File: config.mk
export PLATFORM = sky130hd
export DESIGN_NAME = uls_line_status
export DESIGN_NICKNAME = d
export VERILOG_FILES = /design/src/common/uls_pkg.sv /design/src/rtl/uls_line_status.sv
export VERILOG_INCLUDE_DIRS = /design/src /design/src/common
export SDC_FILE = /design/constraint.sdc
export NUM_CORES = 1
export LEC_CHECK = 0
export ABC_AREA = 1
export BUFFER_PORTS_ARGS = -buffer_cell sky130_fd_sc_hd__clkbuf_2
export CAP_MARGIN = 20
export CORE_ASPECT_RATIO = 1.75
export CORE_MARGIN = 2
export CORE_UTILIZATION = 65
export DETAILED_ROUTE_END_ITERATION = 10
export GPL_TIMING_DRIVEN = 0
export PLACE_DENSITY = 0.94
export SYNTH_ARGS = -nofsm -noshare
export SYNTH_HDL_FRONTEND = slang
export SYNTH_SLANG_ARGS = --single-unit
File: constraint.sdc
create_clock -name ref_clk -period 9.6 [get_ports ref_clk]
set_input_delay 1.92 -clock ref_clk [delete_from_list [all_inputs] [get_ports ref_clk]]
set_output_delay 1.92 -clock ref_clk [all_outputs]
set_load 0.005 [all_outputs]
File: src/common/uls_consts.svh
// offsets, field positions, reset values and timing counts for the line status block
// assumes a byte-wide register bus addressed by a 3-bit offset, divisor access low
`ifndef ULS_CONSTS_SVH
`define ULS_CONSTS_SVH
`define ULS_OFS_BUF 3'h0
`define ULS_OFS_MASK 3'h1
`define ULS_OFS_IDENT 3'h2
`define ULS_OFS_QCTL 3'h2
`define ULS_OFS_LCOND 3'h5
`define ULS_OFS_MSTAT 3'h6
`define ULS_OFS_STORE 3'h7
`define ULS_LC_READY 0
`define ULS_LC_OVERRUN 1
`define ULS_LC_PARITY 2
`define ULS_LC_FRAMING 3
`define ULS_LC_BREAK 4
`define ULS_LC_THE 5
`define ULS_LC_IDLE 6
`define ULS_LC_QERR 7
`define ULS_MASK_RX 0
`define ULS_MASK_TX 1
`define ULS_MASK_LINE 2
`define ULS_MASK_MODEM 3
`define ULS_QC_ENABLE 0
`define ULS_QC_TRIG_LO 6
`define ULS_ID_NONE 4'h1
`define ULS_ID_LINE 4'h6
`define ULS_ID_RXDATA 4'h4
`define ULS_ID_TIMEOUT 4'hc
`define ULS_ID_THE 4'h2
`define ULS_ID_MODEM 4'h0
`define ULS_MASK_RESET 8'h00
`define ULS_STORE_RESET 8'h00
`define ULS_QDEPTH 16
`define ULS_TRIG_1 5'h01
`define ULS_TRIG_4 5'h04
`define ULS_TRIG_8 5'h08
`define ULS_TRIG_14 5'h0e
`define ULS_TIMEOUT_CHARS 3'h4
`endif

File: src/common/uls_pkg.sv
// types for the line status and interrupt block
// assumes uls_consts.svh supplies the numbers
package uls_pkg;
	typedef struct packed {
		logic [7:0] data;
		logic parity_err;
		logic framing_err;
		logic brk;
	} uls_rx_char_t;
	typedef struct packed {
		logic cs;
		logic rd;
		logic wr;
		logic [2:0] addr;
		logic [7:0] wdata;
	} uls_bus_t;
	typedef enum logic [2:0] {
		SRC_NONE = 3'b000,
		SRC_LINE = 3'b001,
		SRC_RXDATA = 3'b010,
		SRC_TIMEOUT = 3'b011,
		SRC_THE = 3'b100,
		SRC_MODEM = 3'b101
	} uls_src_t;
endpackage

File: src/rtl/uls_line_status.sv
// line status, interrupt identity, interrupt mask and scratch byte for one channel
// assumes receiver and transmitter logic report events as one-cycle pulses; modem changes arrive as a held level
`include "uls_consts.svh"
`timescale 1ns/100ps
`default_nettype none
module uls_line_status
(
	input wire logic ref_clk,
	input wire logic rst_n,
	input wire logic clk_en,
	input wire uls_pkg::uls_bus_t bus,
	input wire logic queue_mode_enable,
	input wire logic [1:0] trigger_sel,
	input wire logic rx_char_valid,
	input wire uls_pkg::uls_rx_char_t rx_char,
	input wire logic rx_break_end,
	input wire logic char_time_tick,
	input wire logic tx_load_shifter,
	input wire logic tx_shifter_busy,
	input wire logic [3:0] modem_change,
	output logic [7:0] rdata,
	output logic irq_output,
	output logic [7:0] rx_data_out
);
	localparam int DW = 5;
	uls_pkg::uls_rx_char_t queue_mem [0:`ULS_QDEPTH-1];
	logic [3:0] rd_ptr_r, wr_ptr_r;
	logic [DW-1:0] count_r;
	logic overrun_r, parity_r, framing_r, break_r;
	logic tx_held_r;
	logic [4:0] tx_count_r;
	logic [7:0] irq_mask_reg;
	logic [7:0] general_byte_store;
	logic [4:0] err_tags_r;
	logic rx_blocked_r;
	logic [2:0] idle_chars_r;
	logic timeout_r;
	logic the_irq_r;
	uls_pkg::uls_src_t frozen_r;
	logic frozen_valid_r;
	logic [7:0] rdata_r;
	logic irq_r;
	logic rd_buf, rd_lcond, rd_ident, rd_mstat, wr_hold, wr_mask, wr_store;
	logic accept, push, pop, qfull, tag_push, tag_pop;
	logic head_err;
	uls_pkg::uls_rx_char_t head;
	logic [DW-1:0] trig;
	logic rx_ready, tx_empty, tx_idle, qerr;
	logic line_pend, data_pend, to_pend, the_pend, modem_pend;
	uls_pkg::uls_src_t top_src;
	logic [3:0] ident_code;
	logic [7:0] ident_byte, lcond_byte, rd_nxt;

	// decode: reads and writes are level strobes, active on every cycle the bus holds them
	always_comb
	begin
		rd_buf = 1'b0;
		rd_lcond = 1'b0;
		rd_ident = 1'b0;
		rd_mstat = 1'b0;
		wr_hold = 1'b0;
		wr_mask = 1'b0;
		wr_store = 1'b0;
		if (bus.cs && bus.rd && bus.addr == `ULS_OFS_BUF)
			rd_buf = 1'b1;
		else if (bus.cs && bus.rd && bus.addr == `ULS_OFS_LCOND)
			rd_lcond = 1'b1;
		else if (bus.cs && bus.rd && bus.addr == `ULS_OFS_IDENT)
			rd_ident = 1'b1;
		else if (bus.cs && bus.rd && bus.addr == `ULS_OFS_MSTAT)
			rd_mstat = 1'b1;
		else if (bus.cs && bus.wr && bus.addr == `ULS_OFS_BUF)
			wr_hold = 1'b1;
		else if (bus.cs && bus.wr && bus.addr == `ULS_OFS_MASK)
			wr_mask = 1'b1;
		else if (bus.cs && bus.wr && bus.addr == `ULS_OFS_STORE)
			wr_store = 1'b1;
		// writes to the status offset fall through and do nothing
	end

	// receive queue; character mode uses a depth of one
	always_comb
	begin
		qfull = queue_mode_enable ? (count_r == DW'(`ULS_QDEPTH)) : (count_r != '0);
		accept = rx_char_valid && !rx_blocked_r;
		push = accept && (!qfull || !queue_mode_enable);
		pop = rd_buf && (count_r != '0);
		head = queue_mem[rd_ptr_r];
		head_err = head.parity_err || head.framing_err || head.brk;
		tag_push = push && (rx_char.parity_err || rx_char.framing_err || rx_char.brk);
		tag_pop = pop && head_err;
		rx_ready = (count_r != '0);
	end

	always_ff @(posedge ref_clk or negedge rst_n)
	begin
		if (!rst_n)
		begin
			rd_ptr_r <= 4'h0;
			wr_ptr_r <= 4'h0;
			count_r <= '0;
		end
		else if (clk_en)
		begin
			if (push && queue_mode_enable)
			begin
				queue_mem[wr_ptr_r] <= rx_char;
				wr_ptr_r <= wr_ptr_r + 4'h1;
			end
			else if (push)
			begin
				// character mode overwrites the lone slot, losing the old one
				queue_mem[rd_ptr_r] <= rx_char;
			end
			if (pop && queue_mode_enable)
				rd_ptr_r <= rd_ptr_r + 4'h1;
			if (queue_mode_enable)
				count_r <= count_r + DW'(push) - DW'(pop);
			else if (push)
				count_r <= DW'(1);
			else if (pop)
				count_r <= '0;
		end
	end

	// break lockout: one zero character, then wait for the line to recover
	always_ff @(posedge ref_clk or negedge rst_n)
	begin
		if (!rst_n)
			rx_blocked_r <= 1'b0;
		else if (clk_en)
		begin
			// a fresh break beats a release in the same cycle
			if (accept && rx_char.brk)
				rx_blocked_r <= 1'b1;
			else if (rx_break_end)
				rx_blocked_r <= 1'b0;
		end
	end

	// sticky line flags; a new event beats the clearing read, except the queued-mode tag flags, which a read or pop clears
	always_ff @(posedge ref_clk or negedge rst_n)
	begin
		if (!rst_n)
		begin
			overrun_r <= 1'b0;
			parity_r <= 1'b0;
			framing_r <= 1'b0;
			break_r <= 1'b0;
		end
		else if (clk_en)
		begin
			if (accept && qfull)
				overrun_r <= 1'b1;
			else if (rd_lcond)
				overrun_r <= 1'b0;
			if (queue_mode_enable)
			begin
				// queued mode shows the head character's tags
				if (pop || rd_lcond)
				begin
					parity_r <= 1'b0;
					framing_r <= 1'b0;
					break_r <= 1'b0;
				end
				else if (rx_ready)
				begin
					parity_r <= parity_r | head.parity_err;
					framing_r <= framing_r | head.framing_err;
					break_r <= break_r | head.brk;
				end
			end
			else
			begin
				if (push && rx_char.parity_err)
					parity_r <= 1'b1;
				else if (rd_lcond)
					parity_r <= 1'b0;
				if (push && rx_char.framing_err)
					framing_r <= 1'b1;
				else if (rd_lcond)
					framing_r <= 1'b0;
				if (push && rx_char.brk)
					break_r <= 1'b1;
				else if (rd_lcond)
					break_r <= 1'b0;
			end
		end
	end

	// count of tagged characters still queued
	always_ff @(posedge ref_clk or negedge rst_n)
	begin
		if (!rst_n)
			err_tags_r <= 5'h00;
		else if (clk_en)
			err_tags_r <= err_tags_r + 5'(tag_push && queue_mode_enable) - 5'(tag_pop && queue_mode_enable);
	end
	// summary stays up while a tag remains, so a status read cannot drop it early
	// five bits: a full queue of sixteen tagged characters must not wrap to zero
	assign qerr = queue_mode_enable && (err_tags_r != 5'h00);

	// transmit side: holding stage or queue occupancy
	always_ff @(posedge ref_clk or negedge rst_n)
	begin
		if (!rst_n)
		begin
			tx_held_r <= 1'b0;
			tx_count_r <= 5'h00;
		end
		else if (clk_en)
		begin
			if (wr_hold)
				tx_held_r <= 1'b1;
			else if (tx_load_shifter && (tx_count_r <= 5'h01))
				tx_held_r <= 1'b0;
			// counts up to the full sixteen so the last queued byte keeps the flag low
			if (!queue_mode_enable)
				tx_count_r <= 5'h00;
			else if (wr_hold && !tx_load_shifter && tx_count_r != 5'(`ULS_QDEPTH))
				tx_count_r <= tx_count_r + 5'h01;
			else if (!wr_hold && tx_load_shifter && tx_count_r != 5'h00)
				tx_count_r <= tx_count_r - 5'h01;
		end
	end
	assign tx_empty = !tx_held_r;
	assign tx_idle = tx_empty && !tx_shifter_busy;

	// character timeout: count idle character times while data is queued
	always_ff @(posedge ref_clk or negedge rst_n)
	begin
		if (!rst_n)
		begin
			idle_chars_r <= 3'h0;
			timeout_r <= 1'b0;
		end
		else if (clk_en)
		begin
			if (!queue_mode_enable || !rx_ready || push || pop)
			begin
				idle_chars_r <= 3'h0;
				timeout_r <= 1'b0;
			end
			else if (char_time_tick && idle_chars_r != `ULS_TIMEOUT_CHARS)
				idle_chars_r <= idle_chars_r + 3'h1;
			else if (idle_chars_r == `ULS_TIMEOUT_CHARS)
				timeout_r <= 1'b1;
		end
	end

	// holding-empty interrupt: armed on empty, dropped by identity read or write
	always_ff @(posedge ref_clk or negedge rst_n)
	begin
		if (!rst_n)
			the_irq_r <= 1'b0;
		else if (clk_en)
		begin
			if (tx_load_shifter && (tx_count_r <= 5'h01) && !wr_hold)
				the_irq_r <= 1'b1;
			else if (wr_hold || (rd_ident && top_src == uls_pkg::SRC_THE))
				the_irq_r <= 1'b0;
			else if (wr_mask && bus.wdata[`ULS_MASK_TX] && !irq_mask_reg[`ULS_MASK_TX] && tx_empty)
				the_irq_r <= 1'b1;
		end
	end

	always_comb
	begin
		case (trigger_sel)
			2'b00: trig = `ULS_TRIG_1;
			2'b01: trig = `ULS_TRIG_4;
			2'b10: trig = `ULS_TRIG_8;
			default: trig = `ULS_TRIG_14;
		endcase
		line_pend = irq_mask_reg[`ULS_MASK_LINE] && (overrun_r || parity_r || framing_r || break_r);
		if (queue_mode_enable)
			data_pend = irq_mask_reg[`ULS_MASK_RX] && (count_r >= trig);
		else
			data_pend = irq_mask_reg[`ULS_MASK_RX] && rx_ready;
		to_pend = irq_mask_reg[`ULS_MASK_RX] && timeout_r;
		the_pend = irq_mask_reg[`ULS_MASK_TX] && the_irq_r;
		modem_pend = irq_mask_reg[`ULS_MASK_MODEM] && (modem_change != 4'h0);
		if (line_pend)
			top_src = uls_pkg::SRC_LINE;
		else if (data_pend)
			top_src = uls_pkg::SRC_RXDATA;
		else if (to_pend)
			top_src = uls_pkg::SRC_TIMEOUT;
		else if (the_pend)
			top_src = uls_pkg::SRC_THE;
		else if (modem_pend)
			top_src = uls_pkg::SRC_MODEM;
		else
			top_src = uls_pkg::SRC_NONE;
	end

	// freeze: identity read pins any source but the holding-empty one until its own clear event
	always_ff @(posedge ref_clk or negedge rst_n)
	begin
		if (!rst_n)
		begin
			frozen_r <= uls_pkg::SRC_NONE;
			frozen_valid_r <= 1'b0;
		end
		else if (clk_en)
		begin
			if (rd_ident && !frozen_valid_r && top_src != uls_pkg::SRC_NONE && top_src != uls_pkg::SRC_THE)
			begin
				frozen_r <= top_src;
				frozen_valid_r <= 1'b1;
			end
			else if (frozen_valid_r)
			begin
				case (frozen_r)
					uls_pkg::SRC_LINE: frozen_valid_r <= !rd_lcond && line_pend;
					uls_pkg::SRC_RXDATA: frozen_valid_r <= !rd_buf && data_pend;
					uls_pkg::SRC_TIMEOUT: frozen_valid_r <= !rd_buf && to_pend;
					uls_pkg::SRC_MODEM: frozen_valid_r <= !rd_mstat && modem_pend;
					default: frozen_valid_r <= 1'b0;
				endcase
			end
		end
	end

	always_comb
	begin
		case (frozen_valid_r ? frozen_r : top_src)
			uls_pkg::SRC_LINE: ident_code = `ULS_ID_LINE;
			uls_pkg::SRC_RXDATA: ident_code = `ULS_ID_RXDATA;
			uls_pkg::SRC_TIMEOUT: ident_code = `ULS_ID_TIMEOUT;
			uls_pkg::SRC_THE: ident_code = `ULS_ID_THE;
			uls_pkg::SRC_MODEM: ident_code = `ULS_ID_MODEM;
			default: ident_code = `ULS_ID_NONE;
		endcase
		ident_byte = {{2{queue_mode_enable}}, 2'b00, ident_code};
		lcond_byte = {qerr, tx_idle, tx_empty, break_r, framing_r, parity_r, overrun_r, rx_ready};
		if (bus.addr == `ULS_OFS_BUF)
			rd_nxt = head.data;
		else if (bus.addr == `ULS_OFS_MASK)
			rd_nxt = {4'h0, irq_mask_reg[3:0]};
		else if (bus.addr == `ULS_OFS_IDENT)
			rd_nxt = ident_byte;
		else if (bus.addr == `ULS_OFS_LCOND)
			rd_nxt = lcond_byte;
		else if (bus.addr == `ULS_OFS_STORE)
			rd_nxt = general_byte_store;
		else
			rd_nxt = 8'h00;
	end

	// mask and scratch; only the low nibble of the mask is kept
	always_ff @(posedge ref_clk or negedge rst_n)
	begin
		if (!rst_n)
		begin
			irq_mask_reg <= `ULS_MASK_RESET;
			general_byte_store <= `ULS_STORE_RESET;
		end
		else if (clk_en)
		begin
			if (wr_mask)
				irq_mask_reg <= {4'h0, bus.wdata[3:0]};
			if (wr_store)
				general_byte_store <= bus.wdata;
		end
	end

	// registered outputs: read data one cycle after the strobe
	always_ff @(posedge ref_clk or negedge rst_n)
	begin
		if (!rst_n)
		begin
			rdata_r <= 8'h00;
			irq_r <= 1'b0;
			rx_data_out <= 8'h00;
		end
		else if (clk_en)
		begin
			if (bus.cs && bus.rd)
				rdata_r <= rd_nxt;
			irq_r <= (top_src != uls_pkg::SRC_NONE);
			if (pop)
				rx_data_out <= head.data;
		end
	end
	assign rdata = rdata_r;
	assign irq_output = irq_r;
endmodule
`default_nettype wire

==> results of run 1 <==
[power by group]
group / internal, mW / switching [mW]
clock network: 0.540 / 0.394
logic: 0.335 / 0.784
registers: 1.24 / 0.0944
[layer usage]
layer | routed length, µm | track usage (%) | up-vias | share of wire [%]
met1 | 9720 | 41.7 | 4210 | 30
met5 | 0 | 0 | - | 0
li1 | - | - | 3808 | -
met2 | 16100 | 62.2 | 857 | 49
met3 | 3490 | 7.21 | 297 | 11
met4 | 3350 | 28.9 | 0 | 10
[cell type report]
cell class              count  area share [%]
flip-flops and latches    243            55.6
clock inverters            15            1.68
multi-input cells         656            28.2
plain buffers              37            1.42
clock buffers              23            4.26
inverters                  91            2.79
well taps                 227            2.27
repair buffers             72            3.82
[cell usage after synthesis, types with 11 or more instances]
cell type and count:
nand3_1 41, inv_2 11, o21ai_0 93, buf_2 15
a221oi_1 16, nand2_1 196, o22ai_1 22, ha_1 23
edfxtp_1 176, inv_1 77, nand4_1 13, dfrtp_1 67
clkbuf_1 17, nor2_1 104, a21oi_1 52
[per-stage QoR]
stage | instance area [µm²] | cells | power [mW]
global placement | 11600 | 1309 | 2.32
CTS | 12500 | 1364 | 3.32
floorplan | 11000 | 1027 | 1.99
finish | 12500 | 1364 | 3.38
global route | 12500 | 1364 | 3.49
detailed placement | 11800 | 1326 | 2.39
[logic make-up (layout without fill, tap and decap cells)]
group / after synthesis / count (layout) / share of synthesized area (%)
and+or+nand+nor: 391 / 391 / 15.6
DFF: 243 / 243 / 63.2
AOI/OAI and AO/OA: 227 / 227 / 12.4
buffers and inverters: 128 / 238 / 4.78
adders and majority gates: 25 / 25 / 2.98
xor gates and xnor gates: 11 / 11 / 0.875
muxes: 2 / 2 / 0.205
[worst min-delay path by stage]
stage	end	slack, ns	cells past startpoint
floorplan	err_tags_r[4]	0.44	1
global placement	err_tags_r[4]	0.45	1
detailed placement	err_tags_r[4]	0.46	1
CTS	err_tags_r[4]	0.47	1
global route	err_tags_r[4]	0.50	1
finish	err_tags_r[4]	0.48	1
==> run metrics, run 1 <==
status=complete, no violations; Slowest cell on crit path=clkbuf_1; Core Footprint=around 17,000 µm²; peak supply drop=0.221 mV; vias in the first global route=9,065; largest net degree at the start of global routing=50; Synth Net Count=1,092; CP Launch Point=rd_ptr_r[1]; clk_skew=0.0274 ns; root buffer cell=clkbuf_16; Die W=102 µm; CTS hold repair buffers=0; Rows=63; routability congestion estimate from global placement=approximately 0.96; Hold Path Class=register to register; Crit Path Max Fanout=10; cell count along the critical path=20; # setup viols final=0; RSZ-0062 raised after global routing=false; Setup CP Type=register to register; Tcrit/Tclk final=46.9%; RR Endpoint=err_tags_r[4]; most common library cell in the layout ignoring fill and taps=nand2_1; EDFF count, synth=between 150 and 200; crit start category=register; I/O pin cnt=between 50 and 60; slew at the pin closest to its max-slew limit=between 0.8 and 0.9 ns; CTS sink cnt=~240; DRT iter0 DRCs=1,226; Synth Flop Type=edfxtp_1; Biggest register=queue_mem; Worst Slack Setup Final=between 5 and 6 ns; vias per cell=6.72; CTS tree=built; Synth Instances=between 1,000 and 1,500; TritonRoute pass-1 iters=7; upper clock frequency limit=~220 MHz; gr usage total=37.5%; first-pass GRT wire length=49.8 mm; sequential area share after synthesis=a little over three fifths; max-cap violations=0; Layout Utilization=74.6%; Ys Warns=0; WP data arrival=4.95 ns; Syn-to-layout area delta=13.8%; DIE AREA=18,000 µm²; most frequent cells in the layout=nand2_1 (196), edfxtp_1 (176), nor2_1 (104); initial antenna violation count=0; PD cells=around 270 nW/µm²; Crit. End Element=register; Reg area=between 6000 and 7000 µm²; DRC=0; DR vias=just over 9,000; delay-heaviest family, CP=simple AND/OR/NAND/NOR gates; # resized after CTS=0; # port buffers=55; final net count=1,187; number of CTS-inserted buffers=21; Tmin final=4.50 ns; # diodes=0; Worst R2R Start=rd_ptr_r[1]; Routed WL per cell=23.9 µm; H-tree Lvls=1; max reg flops=176; R2R Setup Slk=5.10 ns; TNS Setup=0 ns; Critical Path End=err_tags_r[4]; slew margin rel.=roughly two fifths; share of cells above drive strength 1=15.0%; mean post-synth cell area=10.7 µm²; max incr delay on CP=0.55 ns; Detail Route Antenna Nets=0; Setup Buffers After CTS=0; CTS max path bufs=3; synth top area cells=edfxtp_1 (48%), dfrtp_1 (15%), nand2_1 (6.7%); hpwl dp=roughly 22 mm; cell taking the most area after synthesis=edfxtp_1; Post-Place Worst Slack=around 4.8 ns; Pins Over Slew Limit=0; Hold Violations, Final=0; area occupied by multi-input gates=between 3000 and 4000 µm²; Hold Slack=0.476 ns; Skew-Pair Late Insertion Delay=0.52 ns; R2R cell count=20; mapped cell area=11,000 µm²; grt total ovfl=0; hold path start=err_tags_r[4]; Starting Density=65.6%; Required @ worst endpoint=10.05 ns; Yosys cell types=53; FILL cells=between 900 and 1,000; FF+latch count, synth=243; Synth async-reset ratio=about 28%; DRT Wirelength=32.6 mm; Buf+Inv Stages, Crit Path=4; die height=approximately 180 µm; Synth top area share=48.0%; Pleak=5.00 nW; critical-path cell list=inv_1 -> clkbuf_1 -> o21ai_0 -> o221ai_1 -> nand4_1 -> nand2_1 -> nor3_1 -> nor3_1 -> ha_1 -> inv_1 -> ha_1 -> inv_1 -> fa_1 -> or2_2 -> a21oi_1 -> nor2_1 -> nand2_1 -> nand2_1 -> nor2_1 -> xor2_1; Worst-path clk slew=~0.070 ns
No activity file was read; power rests on OpenSTA's default activity.
==> run 2: changes to the inputs <==
--- a/config.mk
+++ b/config.mk
@@ -11,10 +11,10 @@
 export CAP_MARGIN = 20
 export CORE_ASPECT_RATIO = 1.75
 export CORE_MARGIN = 2
-export CORE_UTILIZATION = 65
+export CORE_UTILIZATION = 61
 export DETAILED_ROUTE_END_ITERATION = 10
 export GPL_TIMING_DRIVEN = 0
-export PLACE_DENSITY = 0.94
+export PLACE_DENSITY = 0.89
 export SYNTH_ARGS = -nofsm -noshare
 export SYNTH_HDL_FRONTEND = slang
 export SYNTH_SLANG_ARGS = --single-unit
==> constraint.sdc (replaced) <==
create_clock -name ref_clk -period 4.33 [get_ports ref_clk]
set_input_delay 0.866 -clock ref_clk [delete_from_list [all_inputs] [get_ports ref_clk]]
set_output_delay 0.866 -clock ref_clk [all_outputs]
set_load 0.005 [all_outputs]
==> run 2 against run 1 <==
Net effect: routed wire length down 5.7%; critical endpoint unchanged; global-route usage down 5.3 points; maximum frequency up 7.1%; combinational power up 120%; final area up 0.24%; first-iteration DRC count down 29%; largest power group unchanged.
==> run metrics, run 2 (same netlist as run 1, synthesis figures left out) <==
status=complete, no violations (unchanged); most frequent cells in the layout=nand2_1 (196), edfxtp_1 (176), nor2_1 (104) (unchanged); WP data arrival=4.63 ns (was 4.95 ns); max-cap violations=0 (unchanged); Setup CP Type=register to register (unchanged); root buffer cell=clkbuf_16 (unchanged); initial antenna violation count=0 (unchanged); Slowest cell on crit path=buf_1 (was clkbuf_1); largest net degree at the start of global routing=64 (was 50); I/O pin cnt=57 (unchanged); critical-path cell list=inv_2 -> buf_1 -> nand2_1 -> a221oi_1 -> o21ai_0 -> nand2_1 -> nor3_1 -> nor3_1 -> ha_1 -> inv_1 -> ha_1 -> inv_1 -> fa_1 -> or2_2 -> a21oi_1 -> nor2_1 -> nand2_1 -> nand2_1 -> nor2_1 -> xor2_1 (was inv_1 -> clkbuf_1 -> o21ai_0 -> o221ai_1 -> nand4_1 -> nand2_1 -> nor3_1 -> nor3_1 -> ha_1 -> inv_1 -> ha_1 -> inv_1 -> fa_1 -> or2_2 -> a21oi_1 -> nor2_1 -> nand2_1 -> nand2_1 -> nor2_1 -> xor2_1); Worst-path clk slew=0.07 ns (about the same); delay-heaviest family, CP=simple AND/OR/NAND/NOR gates (unchanged); FILL cells=1,213 (was 999); Syn-to-layout area delta=14.0% (was 13.8%); clk_skew=0.0144 ns (was 0.0274 ns); PD cells=591 nW/µm² (was 270 nW/µm²); gr usage total=32.2% (was 37.5%); Pins Over Slew Limit=0 (unchanged); Core Footprint=17,900 µm² (was 16,800 µm²); Pleak=5.02 nW (was 5.00 nW); CTS sink cnt=243 (unchanged); CTS tree=built (unchanged); number of CTS-inserted buffers=22 (was 21); CP Launch Point=rd_ptr_r[0] (was rd_ptr_r[1]); Required @ worst endpoint=4.75 ns (was 10.05 ns); peak supply drop=0.405 mV (was 0.221 mV); Tmin final=4.20 ns (was 4.50 ns); Die W=106 µm (was 102 µm); Routed WL per cell=22.4 µm (was 23.9 µm); most common library cell in the layout ignoring fill and taps=nand2_1 (unchanged); DR vias=8,748 (was 9,172); hpwl dp=21.4 mm (was 22.1 mm); # setup viols final=0 (unchanged); crit start category=register (unchanged); vias in the first global route=8,924 (was 9,065); CTS hold repair buffers=0 (unchanged); Tcrit/Tclk final=97.1% (was 46.9%); max incr delay on CP=0.46 ns (was 0.55 ns); crit-path most repeated cell=nand2_1; max reg flops=176 (unchanged); DRT iter0 DRCs=868 (was 1,226); # port buffers=55 (unchanged); share of cells above drive strength 1=15.8% (was 15.0%); upper clock frequency limit=238 MHz (was 222 MHz); CTS max path bufs=3 (unchanged); H-tree Lvls=1 (unchanged); final net count=1,190 (was 1,187); slew margin rel.=44.3% (was 40.5%); Buf+Inv Stages, Crit Path=4 (unchanged); DIE AREA=19,200 µm² (was 18,000 µm²); Starting Density=61.5% (was 65.6%); DRT Wirelength=30.8 mm (was 32.6 mm); die height=182 µm (was 176 µm); Hold Violations, Final=0 (unchanged); DRC=0 (unchanged); # diodes=0 (unchanged); Rows=65 (was 63); routability congestion estimate from global placement=0.910 (was 0.960); first-pass GRT wire length=46.8 mm (was 49.8 mm); Worst R2R Start=rd_ptr_r[0] (was rd_ptr_r[1]); vias per cell=6.36 (was 6.72); Hold Slack=0.205 ns (was 0.476 ns); Detail Route Antenna Nets=0 (unchanged); slew at the pin closest to its max-slew limit=0.832 ns (was 0.889 ns); Biggest register=queue_mem (unchanged); RSZ-0062 raised after global routing=false (unchanged); grt total ovfl=0 (unchanged); Pwr Total=7.42 mW (was 3.38 mW); Crit. End Element=register (unchanged); Crit Path Max Fanout=10 (unchanged); Hold Path Class=input pin to async pin (was register to register); Skew-Pair Late Insertion Delay=0.51 ns (was 0.52 ns); TritonRoute pass-1 iters=6 (was 7)
[run 2: cell count changes in the layout (fill, tap and decap cells not counted), moves of 2 or more]
cell,change
buf_4,+6
bufinv_16,-3
clkbuf_1,-2
clkinv_1,-4
clkbuf_8,+3
clkinv_4,+3
clkbuf_16,+2
clkinvlp_4,+3
clkbuf_2,+2
buf_6,-4
[run 2: path summary, 6_finish.rpt]
path | to | cells after the start | slack (ns)
min in group ref_clk | wr_ptr_r[3] | 1 | 0.49
min reg2reg | wr_ptr_r[3] | 1 | 0.49
min | irq_mask_reg[0] | 1 | 0.20
max | err_tags_r[4] | 20 | 0.13
max reg2reg | err_tags_r[4] | 20 | 0.13
max in group asynchronous | rd_ptr_r[1] | 2 | 3.56
[run 2: final cells by class]
class	instances	area, µm²	area share [%]
repair buffers	74	478	3.81
well taps	234	293	2.33
flip-flops and latches	243	6960	55.5
clock inverters	11	126	1.01
inverters	91	353	2.81
clock buffers	29	628	5.00
plain buffers	37	183	1.46
multi-input cells	656	3530	28.1
[run 2: power by group]
part           switching (mW)  internal, mW  leakage [nW]
Combinational            1.69         0.753          2.24
Clock                   0.874          1.15         0.365
Sequential              0.205          2.74          2.41
Total                    2.77          4.65          5.02
[run 2: stage by stage]
step	instance area, µm²	utilization [%]	setup slack [ns]	setup TNS (ns)	instances
6_report	12600	70.2	0.125	0	1375
5_1_grt	12600	70.2	0.00187	0	1375
4_1_cts	12500	70.0	0.164	0	1372
3_5_place_dp	11800	65.8	0.107	0	1332
3_3_place_gp	11600	64.7	-0.356	-9.80	1316
2_1_floorplan	11000	-	1.02	0	1027
[run 2: timing repair]
action	CTS	global route
gates resized for setup	1	6
buffers inserted	0	2
endpoints found under the setup margin	1	1
pin swaps	0	1
[run 2: routing by layer]
layer | wire length [µm] | GRT usage, %
met1 | 9550 | 34.1
met2 | 15900 | 57.2
met3 | 2660 | 4.88
met4 | 2620 | 23.8
met5 | 0 | 0
